File: config.mk
export PLATFORM = sky130hd
export DESIGN_NAME = crs_rx_framer
export DESIGN_NICKNAME = d
export VERILOG_FILES = /design/src/inc/crs_pkg.sv /design/src/inc/crs_parity_if.sv /design/src/rtl/crs_parity_gen.sv /design/src/rtl/crs_rx_framer.sv
export SDC_FILE = /design/constraint.sdc
export NUM_CORES = 2
export LEC_CHECK = 0
export BUFFER_PORTS_ARGS = -buffer_cell sky130_fd_sc_hd__buf_4
export CAP_MARGIN = 20
export CORE_AREA = 5 5 480 482
export DETAILED_ROUTE_END_ITERATION = 10
export DIE_AREA = 0 0 485 487
export PLACE_DENSITY = 0.52
export SLEW_MARGIN = 0
export SYNTH_ARGS = -nofsm -noshare
export SYNTH_HDL_FRONTEND = slang
export SYNTH_SLANG_ARGS = --single-unit
File: constraint.sdc
create_clock -name clock -period 19.2 [get_ports clock]
set_input_delay 1.92 -clock clock [delete_from_list [all_inputs] [get_ports clock]]
set_output_delay 1.92 -clock clock [all_outputs]
set_load 0.01 [all_outputs]
File: src/inc/crs_pkg.sv
package crs_pkg;

  // stream geometry
  localparam int DATA_W = 512;
  localparam int BYTES = 64;
  localparam int USER_W = 100;
  localparam int START_W = 12;
  localparam int FLAG_W = 4;
  localparam int OFFSET_W = 4;

  // sideband field positions
  localparam int START_LSB = 0;
  localparam int END_FLAGS_LSB = 12;
  localparam int ABORT_LSB = 16;
  localparam int END_OFFSET_FIRST_LSB = 20;
  localparam int END_OFFSET_SECOND_LSB = 24;
  localparam int END_OFFSET_THIRD_LSB = 28;
  localparam int END_OFFSET_FOURTH_LSB = 32;
  localparam int PARITY_LSB = 36;

  // end flags and first end offset written into a beat cut short by an abort
  localparam logic [3:0] END_FLAGS_ONE = 4'h1;
  localparam logic [3:0] LAST_DWORD = 4'hF;

  // credit counter
  localparam int CREDIT_W = 8;
  localparam logic [7:0] CREDIT_MAX = 8'hFF;
  localparam logic [7:0] CREDIT_RESET = 8'h00;

  // hold stage
  localparam logic [1:0] HOLD_DEPTH = 2'h2;

  // register port
  localparam int ADDR_W = 8;
  localparam logic [7:0] CTRL_OFFSET = 8'h00;
  localparam logic [7:0] STATUS_OFFSET = 8'h04;
  localparam logic [7:0] MASK_OFFSET = 8'h08;
  localparam logic [7:0] CREDIT_OFFSET = 8'h0C;
  localparam int CTRL_ENABLE_BIT = 0;
  localparam int CTRL_TRUNCATE_BIT = 1;
  localparam logic [1:0] CTRL_RESET = 2'h1;
  localparam int STAT_ABORT_BIT = 0;
  localparam int STAT_PAUSE_BIT = 1;
  localparam int STAT_OVERFLOW_BIT = 2;
  localparam logic [2:0] STATUS_RESET = 3'h0;
  localparam logic [2:0] MASK_RESET = 3'h0;

  typedef struct packed {
    logic [511:0] data;
    logic [11:0] start_fields;
    logic [3:0] end_flags;
    logic [3:0] end_offset_first;
    logic [3:0] end_offset_second;
    logic [3:0] end_offset_third;
    logic [3:0] end_offset_fourth;
    logic [3:0] abort;
  } crs_beat_type;

endpackage

File: src/inc/crs_parity_if.sv
`timescale 1ns/100ps

interface crs_parity_if;
  logic [511:0] data;
  logic [63:0] parity;

  modport gen (
    input data,
    output parity
  );

  modport user (
    output data,
    input parity
  );
endinterface

File: src/rtl/crs_parity_gen.sv
`timescale 1ns/100ps

module crs_parity_gen (
  // data in, parity out
  crs_parity_if.gen bus
);

  // odd parity: the byte plus its bit holds an odd number of ones
  function automatic logic odd_parity(input logic [7:0] value);
    odd_parity = ~(^value);
  endfunction

  genvar i;
  generate
    for (i = 0; i < crs_pkg::BYTES; i = i + 1) begin : g_byte
      assign bus.parity[i] = odd_parity(bus.data[8*i +: 8]); // RL10
    end
  endgenerate

endmodule

File: src/rtl/crs_rx_framer.sv
`timescale 1ns/100ps

// How it works
// (RL1) abort field bits 19:16 flags errored packet
// (RL2) abort may appear in any beat
// (RL3) abort either truncates packet or continues
// (RL4) abort only while stream valid high
// (RL5) user nullifies aborted packet on link
// (RL6) bits 23:20 first ending offset
// (RL7) bits 27:24 second ending offset
// (RL8) bits 31:28 third ending offset
// (RL9) bits 35:32 fourth ending offset
// (RL10) bits 99:36 odd parity per byte
// (RL11) user may nullify on parity mismatch
// (RL12) present beats only while credits available
// (RL13) no credit mid packet drops valid
// (RL14) resume one cycle after credit return
// (RL15) user transmit valid may drop mid packet
// (RL16) user may gather credits before transmitting
// (RL17) end flags set only in final beat
// (RL18) credit count up on return, down on use
module crs_rx_framer (
  // clock and reset
  input wire logic clock,
  input wire logic reset,
  // register port
  input wire logic [7:0] reg_addr,
  input wire logic [31:0] reg_wdata,
  input wire logic reg_write,
  input wire logic reg_read,
  output logic [31:0] reg_rdata,
  // beats from the core datapath
  input wire logic src_valid,
  input wire logic [511:0] src_data,
  input wire logic [11:0] src_start_fields,
  input wire logic [3:0] src_packet_end_flags,
  input wire logic [3:0] src_end_offset_first,
  input wire logic [3:0] src_end_offset_second,
  input wire logic [3:0] src_end_offset_third,
  input wire logic [3:0] src_end_offset_fourth,
  input wire logic [3:0] src_abort,
  output logic src_ready,
  // credit return from user logic
  input wire logic credit_return,
  // receive stream to user logic
  output logic rx_valid,
  output logic [511:0] rx_data,
  output logic [99:0] rx_user,
  // interrupt
  output logic irq
);

  // hold stage: two entries so that a registered ready keeps full rate
  crs_pkg::crs_beat_type hold_mem [0:1];
  logic [1:0] occ_reg;
  logic [1:0] occ_next;
  logic wr_ptr_reg;
  logic rd_ptr_reg;
  logic src_ready_reg;

  // presentation state
  logic [7:0] credit_reg;
  logic [7:0] credit_next;
  logic drop_reg;
  logic drop_next;
  logic in_tlp_reg;
  logic in_tlp_next;
  logic rx_valid_reg;
  logic [511:0] rx_data_reg;
  logic [99:0] rx_user_reg;
  logic [99:0] user_next;

  // registers
  logic [1:0] ctrl_reg;
  logic [2:0] status_reg;
  logic [2:0] status_next;
  logic [2:0] mask_reg;
  logic [31:0] rdata_reg;
  logic [31:0] rdata_next;
  logic irq_reg;

  // decode of the head entry
  crs_pkg::crs_beat_type head;
  crs_pkg::crs_beat_type incoming;
  wire head_valid;
  wire head_ends;
  wire head_aborts;
  wire enable;
  wire truncate_mode;
  wire credit_avail;
  wire credit_accept;
  wire take;
  wire present;
  wire drop;
  wire pop;
  wire trunc;
  wire abort_evt;
  wire pause_evt;
  wire overflow_evt;
  wire [2:0] events;
  wire rd_status;
  wire wr_ctrl;
  wire wr_mask;
  wire [3:0] end_flags_out;
  wire [3:0] offset_first_out;

  // a flag field counts as raised when any of its bits is set
  function automatic logic any_set(input logic [3:0] flags);
    any_set = flags != 4'h0;
  endfunction

  // parity of the beat about to be presented
  crs_parity_if par_bus ();

  crs_parity_gen u_parity (
    .bus(par_bus)
  );

  assign incoming.data = src_data;
  assign incoming.start_fields = src_start_fields;
  assign incoming.end_flags = src_packet_end_flags;
  assign incoming.end_offset_first = src_end_offset_first;
  assign incoming.end_offset_second = src_end_offset_second;
  assign incoming.end_offset_third = src_end_offset_third;
  assign incoming.end_offset_fourth = src_end_offset_fourth;
  assign incoming.abort = src_abort;

  assign head = hold_mem[rd_ptr_reg];
  assign head_valid = occ_reg != 2'h0;
  assign head_ends = any_set(head.end_flags);
  assign head_aborts = any_set(head.abort);
  assign par_bus.data = head.data;

  assign enable = ctrl_reg[crs_pkg::CTRL_ENABLE_BIT];
  assign truncate_mode = ctrl_reg[crs_pkg::CTRL_TRUNCATE_BIT];

  // a credit returned this cycle may be spent this cycle, so a paused
  // beat reappears in the very next cycle
  assign credit_avail = (credit_reg != 8'h00) || credit_return; // RL14
  // a return at the ceiling is refused and flagged rather than wrapping the count
  assign credit_accept = credit_return && (credit_reg != crs_pkg::CREDIT_MAX);

  assign take = src_valid && src_ready_reg;
  assign present = head_valid && !drop_reg && enable && credit_avail; // RL12
  // beats left of a truncated packet are discarded without credit
  assign drop = head_valid && drop_reg;
  assign pop = present || drop;
  assign trunc = present && truncate_mode && head_aborts && !head_ends; // RL3

  assign occ_next = occ_reg + {1'b0, take} - {1'b0, pop};

  // one credit per presented beat
  assign credit_next = credit_reg + {7'h00, credit_accept} - {7'h00, present}; // RL18

  assign drop_next = trunc ? 1'b1 : ((drop && head_ends) ? 1'b0 : drop_reg);
  assign in_tlp_next = present ? !(head_ends || trunc) : in_tlp_reg;

  // events for the status register
  assign abort_evt = present && head_aborts;
  // raised in every cycle stalled mid packet for lack of credit, so a stall that outlasts a read is seen again
  assign pause_evt = in_tlp_reg && head_valid && !drop_reg && enable && !credit_avail; // RL13
  assign overflow_evt = credit_return && (credit_reg == crs_pkg::CREDIT_MAX);
  assign events = {overflow_evt, pause_evt, abort_evt};

  // a truncated beat closes the packet at its last dword
  assign end_flags_out = trunc ? crs_pkg::END_FLAGS_ONE : head.end_flags; // RL17
  assign offset_first_out = trunc ? crs_pkg::LAST_DWORD : head.end_offset_first;

  always_comb begin
    user_next = '0;
    user_next[crs_pkg::START_LSB +: crs_pkg::START_W] = head.start_fields;
    user_next[crs_pkg::END_FLAGS_LSB +: crs_pkg::FLAG_W] = end_flags_out; // RL17
    user_next[crs_pkg::ABORT_LSB +: crs_pkg::FLAG_W] = head.abort; // RL1 RL2
    user_next[crs_pkg::END_OFFSET_FIRST_LSB +: crs_pkg::OFFSET_W] = offset_first_out; // RL6
    user_next[crs_pkg::END_OFFSET_SECOND_LSB +: crs_pkg::OFFSET_W] = head.end_offset_second; // RL7
    user_next[crs_pkg::END_OFFSET_THIRD_LSB +: crs_pkg::OFFSET_W] = head.end_offset_third; // RL8
    user_next[crs_pkg::END_OFFSET_FOURTH_LSB +: crs_pkg::OFFSET_W] = head.end_offset_fourth; // RL9
    // parity is taken from the head entry, the same data that leaves with it
    user_next[crs_pkg::PARITY_LSB +: crs_pkg::BYTES] = par_bus.parity; // RL10
    if (!present) begin
      // idle cycles never carry abort or end flags
      user_next = rx_user_reg;
      user_next[crs_pkg::ABORT_LSB +: crs_pkg::FLAG_W] = 4'h0; // RL4
      user_next[crs_pkg::END_FLAGS_LSB +: crs_pkg::FLAG_W] = 4'h0; // RL17
    end
  end

  // register decode
  assign rd_status = reg_read && (reg_addr == crs_pkg::STATUS_OFFSET);
  assign wr_ctrl = reg_write && (reg_addr == crs_pkg::CTRL_OFFSET);
  assign wr_mask = reg_write && (reg_addr == crs_pkg::MASK_OFFSET);

  // an event in the clearing read's cycle survives the clear
  assign status_next = (rd_status ? 3'h0 : status_reg) | events;

  // unmapped addresses and idle cycles answer with zero
  always_comb begin
    rdata_next = 32'h0000_0000;
    if (reg_read) begin
      case (reg_addr)
        crs_pkg::CTRL_OFFSET: rdata_next = {30'h0000_0000, ctrl_reg};
        crs_pkg::STATUS_OFFSET: rdata_next = {29'h0000_0000, status_reg};
        crs_pkg::MASK_OFFSET: rdata_next = {29'h0000_0000, mask_reg};
        crs_pkg::CREDIT_OFFSET: rdata_next = {24'h00_0000, credit_reg};
        default: rdata_next = 32'h0000_0000;
      endcase
    end
  end

  // hold stage; entries carry no reset since occupancy guards them
  always_ff @(posedge clock) begin
    if (take) begin
      hold_mem[wr_ptr_reg] <= incoming;
    end
  end

  always_ff @(posedge clock) begin
    if (reset) begin
      occ_reg <= 2'h0;
      wr_ptr_reg <= 1'b0;
      rd_ptr_reg <= 1'b0;
    end else begin
      occ_reg <= occ_next;
      wr_ptr_reg <= wr_ptr_reg ^ take;
      rd_ptr_reg <= rd_ptr_reg ^ pop;
    end
  end

  // at most one beat enters next cycle, so one free slot suffices
  always_ff @(posedge clock) begin
    if (reset) begin
      src_ready_reg <= 1'b0;
    end else begin
      src_ready_reg <= occ_next < crs_pkg::HOLD_DEPTH;
    end
  end

  always_ff @(posedge clock) begin
    if (reset) begin
      credit_reg <= crs_pkg::CREDIT_RESET;
      drop_reg <= 1'b0;
      in_tlp_reg <= 1'b0;
    end else begin
      credit_reg <= credit_next; // RL18
      drop_reg <= drop_next; // RL3
      in_tlp_reg <= in_tlp_next;
    end
  end

  // a presented beat and its sideband leave on the same edge
  always_ff @(posedge clock) begin
    if (reset) begin
      rx_valid_reg <= 1'b0;
      rx_user_reg <= '0;
    end else begin
      rx_valid_reg <= present; // RL12 RL13
      rx_user_reg <= user_next;
    end
  end

  // data holds between beats, so a paused stream shows no motion
  always_ff @(posedge clock) begin
    if (reset) begin
      rx_data_reg <= '0;
    end else if (present) begin
      rx_data_reg <= head.data;
    end
  end

  always_ff @(posedge clock) begin
    if (reset) begin
      ctrl_reg <= crs_pkg::CTRL_RESET;
      mask_reg <= crs_pkg::MASK_RESET;
    end else begin
      if (wr_ctrl) begin
        ctrl_reg <= reg_wdata[1:0];
      end
      if (wr_mask) begin
        mask_reg <= reg_wdata[2:0];
      end
    end
  end

  // the clear and the irq drop land on the edge of the status read
  always_ff @(posedge clock) begin
    if (reset) begin
      status_reg <= crs_pkg::STATUS_RESET;
      rdata_reg <= 32'h0000_0000;
      irq_reg <= 1'b0;
    end else begin
      status_reg <= status_next;
      rdata_reg <= rdata_next;
      irq_reg <= (status_next & mask_reg) != 3'h0;
    end
  end

  assign src_ready = src_ready_reg;
  assign rx_valid = rx_valid_reg;
  assign rx_data = rx_data_reg;
  assign rx_user = rx_user_reg;
  assign reg_rdata = rdata_reg;
  assign irq = irq_reg;

endmodule

After elaboration in Yosys (flattened, before gate mapping)
Memories as Yosys holds them, arrays and structs flattened. A register that Yosys moved wholly into a read port is not among the register bits.
Cells that the tools add are included.
Widths: inputs -> output; s select.
{"block": "totals", "ff_bits": 669, "mem_bits_rw": 1096, "in_bits": 594, "output_inout_bits": 647, "elab_cells": 207, "mem_count": 1}
{"block": "op_classes", "n_addsub": 4, "order_cmp": 1, "eq_ne": 5, "muxes": 9, "bitwise": 70, "n_reduce_logical": 100}
{"memory": "hold_mem", "depth": 2, "width": 548, "rd": 1, "rd_ports_with_merged_regs": 1, "write_ports": 1, "line_no": "crs_rx_framer.sv:54", "text": "crs_pkg::crs_beat_type hold_mem [0:1];"}
{"cell": "$reduce_xor 8->1", "count": 64}
{"cell": "$not 1->1", "count": 66}
{"cell": "$pmux 8 s4", "count": 1}
{"cell": "$logic_and 1x1->1", "count": 19}
{"cell": "$eq 8x4->1 const B", "count": 2}
{"cell": "$add 8x1->8", "count": 1}
{"cell": "$eq 8x3->1 const B", "count": 1}
{"cell": "$eq 8x8->1 const B", "count": 1}
{"cell": "$logic_not 8->1", "count": 1}
{"cell": "$ne 8x8->1 const B", "count": 1}
{"cell": "$reduce_bool 4->1", "count": 2}
{"cell": "$reduce_bool 8->1", "count": 1}
{"cell": "$sub 8x1->8", "count": 1}
{"cell": "$mux 1", "count": 6}
{"cell": "$logic_not 1->1", "count": 4}
{"cell": "$mux 4", "count": 1}
{"cell": "$reduce_bool 2->1", "count": 2}
{"cell": "$reduce_or 2->1", "count": 2}
{"cell": "$and 3x3->3", "count": 1}
{"cell": "$logic_or 1x1->1", "count": 3}
{"cell": "$mux 3", "count": 1}
{"cell": "$or 3x3->3", "count": 1}
{"cell": "$reduce_bool 3->1", "count": 1}
{"cell": "$reduce_or 3->1", "count": 1}
{"cell": "4 further kinds", "count": 5}

Longest topological paths before layout
{"block": "logic_depth", "depth_word": 9, "depth_mapped": 18, "ltp_nobuf": 15}

Modules after synthesis
A second synthesis with hierarchy kept.
{"block": "hier_totals", "hier_cells": 4972, "area_unflattened_um2": 65890.7}
{"module": "crs_rx_framer", "n_inst": 1, "cells_each": 4524, "area_each_um2": 61966.9, "seq_area_each_um2": 45823.9}
{"module": "crs_parity_gen", "n_inst": 1, "cells_each": 448, "area_each_um2": 3923.8, "seq_area_each_um2": 0.0}

Worst setup path after synthesis
Ideal clock, no wire load.
{"block": "synth_path", "path_kind": "input port to flip-flop", "from": "input port src_valid", "to": "memory hold_mem[1][0] in the netlist's numbering (enable)", "t_arrival_ns": 14.543, "setup_slack_ns": 3.668, "cell_stages": 3, "n_path_buf": 0, "cell_sequence": "nand2_1 -> inv_1 -> ha_1"}
{"block": "synth_via", "elab_chain_cells": 3}
{"item": "start: declaration", "line_no": "crs_rx_framer.sv:33", "text": "input wire logic src_valid,"}
{"item": "$logic_and 1x1->1", "line_no": "crs_rx_framer.sv:143", "text": "assign take = src_valid && src_ready_reg;"}
{"item": "$mux 1", "line_no": "crs_rx_framer.sv:212", "text": "if (take) begin"}
{"item": "$mux 1 (implied by the code)", "line_no": "crs_rx_framer.sv:213", "text": "hold_mem[wr_ptr_reg] <= incoming;"}
{"item": "end: declaration", "line_no": "crs_rx_framer.sv:54"}
Every way passes these cells.

Final worst setup path
{"block": "layout_path", "from": "input port src_valid", "to": "memory hold_mem[0][483] in the netlist's numbering (enable)"}
Same word-level chain as after synthesis.

==> results.yml <==
sta:
  hold_viol: 0
  worstMarginPinSlew_ps: 1143
  finalWorstSetupSlack_ps: 13920
  fmax_ghz: 0.1892
  slew_violations: 0
  fin_crit_ps: 5284
  setup_viol: 0
  rsz0062_at_grt: "no"
  slew_headroom: 0.2382
  fin_tns_setup_ps: 0
  finClkSkew_ps: 46.02
  fin_crit_sh: 0.2752
clock_tree:
  cts-root-buf: "clkbuf_16"
  cts.sinks: 1741
  cts_buffer_depth: 3
  cts_tree: "done"
  worstSkewPairLatency_ps: 830
  holdBufCountCts: 0
  h-tree-depth: 4
  cts_setup_buffers: 0
  cts.clk_slew.worst_paths_ps: 60
  cts_buffers: 193
  cts_resized: 0
drt:
  wl_per_cell_um: 23.56
  drc: 0
  ant_nets: 0
  dr_total_vias: 43010
  viasPerCell: 4.608
  first_pass_iters: 5
  dr.first_iter.drc_count: 1852
  finalWirelength_um: 219900
worst_setup_path:
  critPathMaxFanout: 65
  critPathTopFamily: "buffers and inverters"
  cp_common_cell: "buf_4"
  critPathCaptureType: "flop"
  slowest_delay_ps: 860
  cp_slowest_cell: "buf_4"
  crit_type: "in2reg"
  r2r_cells: 10
  cp.arrival_ps: 5760
  start_kind: "input pin"
  required_ps: 19670
  crit_buf_inv: 6
  r2r_start: "credit_reg[4]"
  r2r-end: "rx_data[299]"
  cp_cell_sequence: "buf_4 > nand2_1 > inv_1 > ha_4 > buf_4 > buf_4 > buf_4 > buf_16"
  rrSetupSlack_ps: 14300
synth:
  synth.distinct_cells: 48
  synth_top_area_share: 0.4733
  syn_avg_cell_area_um2: 13.92
  syn_inst: 4994
  synth_area_leaders: "edfxtp_1, dfxtp_1, mux2i_1"
  ys_seq_area_frac: 0.6590
  synth_area_um2: 69540
  synthFlopType: "edfxtp_1"
  synthArstFlopShare: 0
  synth-edff-count: 1096
  ys_warn_count: 0
  ys_ff_latch: 1741
  yosys.area.top_type: "edfxtp_1"
finish:
  fill_cells: 21680
  final_area_um2: 87840
  area_delta_synth_final_pct: 26.31
  drive_gt1_frac: 0.2462
  largest_reg_flops: 1096
  fin_nets: 6750
  fin_util: 0.3887
power_and_ir_drop:
  comb_power_share: 0.341
  p_clk_frac: 0.271
  design_power_total_mw: 13.68
  irDropWorstVdd_uv: 96.14
  power_frac_seq: 0.388
  leakage_nw: 32.37
  p_switching_mw: 4.710
  cellInternalPower_mw: 8.968
  p_per_area_nw_per_um2: 155.7
  switching_share: 0.3443
grt:
  grt_antenna_before_repair: 85
  grt_first_pass_wirelength_um: 307800
  grt_pass1_vias: 43350
  track_usage: 0.1791
  gr-total-overflow: 0
  grt_max_degree: 209
floorplanning:
  start_util: 0.3077
  die_area_um2: 236200
  ios: 1241
  die_h_um: 487
  coreArea_um2: 226000
  die_w_um: 485
  row_count: 175
min_path:
  hold_start: "rx_user[80]"
  hold_depth: 2
  whs_endpoint: "rx_user[80]"
  hold_class: "reg2reg"
job:
  maxCapViolations: 0
placement:
  place_congestion: 0.8133
  dp_hpwl_um: 161200
  port_buffers: 1187
  placed_cell_area_um2: 81290
  pre_cts_slack_ps: 12540
outcome:
  outcome: "finished, final reports clean"
## worst min-delay path, stage by stage, from the launching register on
cell	delay, ps
dfxtp_1	310
nand2_1	50
a21oi_1	50
## power by group through the flow
stage	combinational [mW]	clock (mW)	sequential, mW
after global placement	4.73	0	5.36
after global routing	5.11	3.97	5.40
after CTS	4.76	3.83	5.32
after floorplan	2.57	0	5.70
after detailed placement	4.75	0	5.39
final	4.66	3.71	5.31
## synthesized netlist by cell type, types with 2 or more instances
cell type	n
or3_1	2
edfxtp_1	1096
buf_2	201
a311oi_2	5
xor2_1	514
a22oi_1	2
nand2b_1	4
xnor2_1	196
inv_1	16
ha_1	17
o21ai_0	5
nand2_1	139
mux4_2	2
buf_4	25
nor3_1	12
nand3b_1	2
nand3_1	3
nor2_1	566
nor2b_1	7
nor4_1	2
dfxtp_1	645
a211oi_1	536
a21oi_1	73
clkbuf_1	91
buf_1	3
mux2i_1	808
## worst max-delay path by stage
stage                        startpoint                to  slack, ps  depth (start not counted)
after floorplan               src_valid    hold_mem[1][0]       3670                          3
after global placement        src_valid   hold_mem[0][16]      12580                          7
after detailed placement      src_valid  hold_mem[1][452]      12540                          7
after CTS                     src_valid  hold_mem[1][450]      13500                          7
after global routing      credit_return      rx_data[122]      13630                          9
final                         src_valid  hold_mem[0][483]      13920                          8
## cell type report
class	instances	area, um2	share of cell area
flip-flops and latches	1741	45830	0.5217
repair buffers	1246	9484	0.1080
clock buffers	278	5525	0.06290
inverters	16	60.06	0.0006837
well taps	3009	3765	0.04286
multi-input cells	2940	22230	0.2531
diodes	16	40.04	0.0004558
clock inverters	88	903.4	0.01028
## kinds of logic after synthesis
logic type / Yosys count / share of synthesized area
AOI/OAI and AO/OA: 630 / 0.06596
other: 1 / 0.00005393
adders and majority gates: 18 / 0.003347
DFF: 1741 / 0.6590
buffers and inverters: 336 / 0.02310
and+or+nand+nor: 747 / 0.04201
muxes: 811 / 0.1171
xor gates and xnor gates: 710 / 0.08943
## placed cells by master, fill, tap and decap left out, types with 3 or more instances in the layout
cell and instances:
buf_4 1237, nand3_1 3, xor2_1 514, clkinv_1 22, a211oi_1 536, clkbuf_1 53, nor2b_1 7, clkbuf_16 198
clkinv_16 4, nor2_1 566, nand2b_1 4, o21ai_0 5, bufinv_16 12, buf_16 3, clkbuf_8 27, a21oi_1 73
ha_1 15, nand2_1 139, buf_12 5, dfxtp_1 644, clkinv_2 33, xnor2_1 196, clkinvlp_4 5, inv_6 6
conb_1 24, mux2i_1 808, a311oi_2 4, edfxtp_1 1096, nor3_1 12, diode_2 16, inv_1 16
## routing by layer
metal  global-route usage  share of wire
met4              0.04460          0.024
met2               0.3121           0.50
met1               0.1983           0.38
met5                    0         0.0023
met3              0.08214          0.099
## stage by stage
step,std cells,hold WS [ps]
after floorplan,5017,440.8
after global placement,8949,444.4
after detailed placement,8949,446.1
after CTS,9315,454.9
after global routing,9321,476.0
final,9334,452.3
No activity file was read; power rests on OpenSTA's default activity.
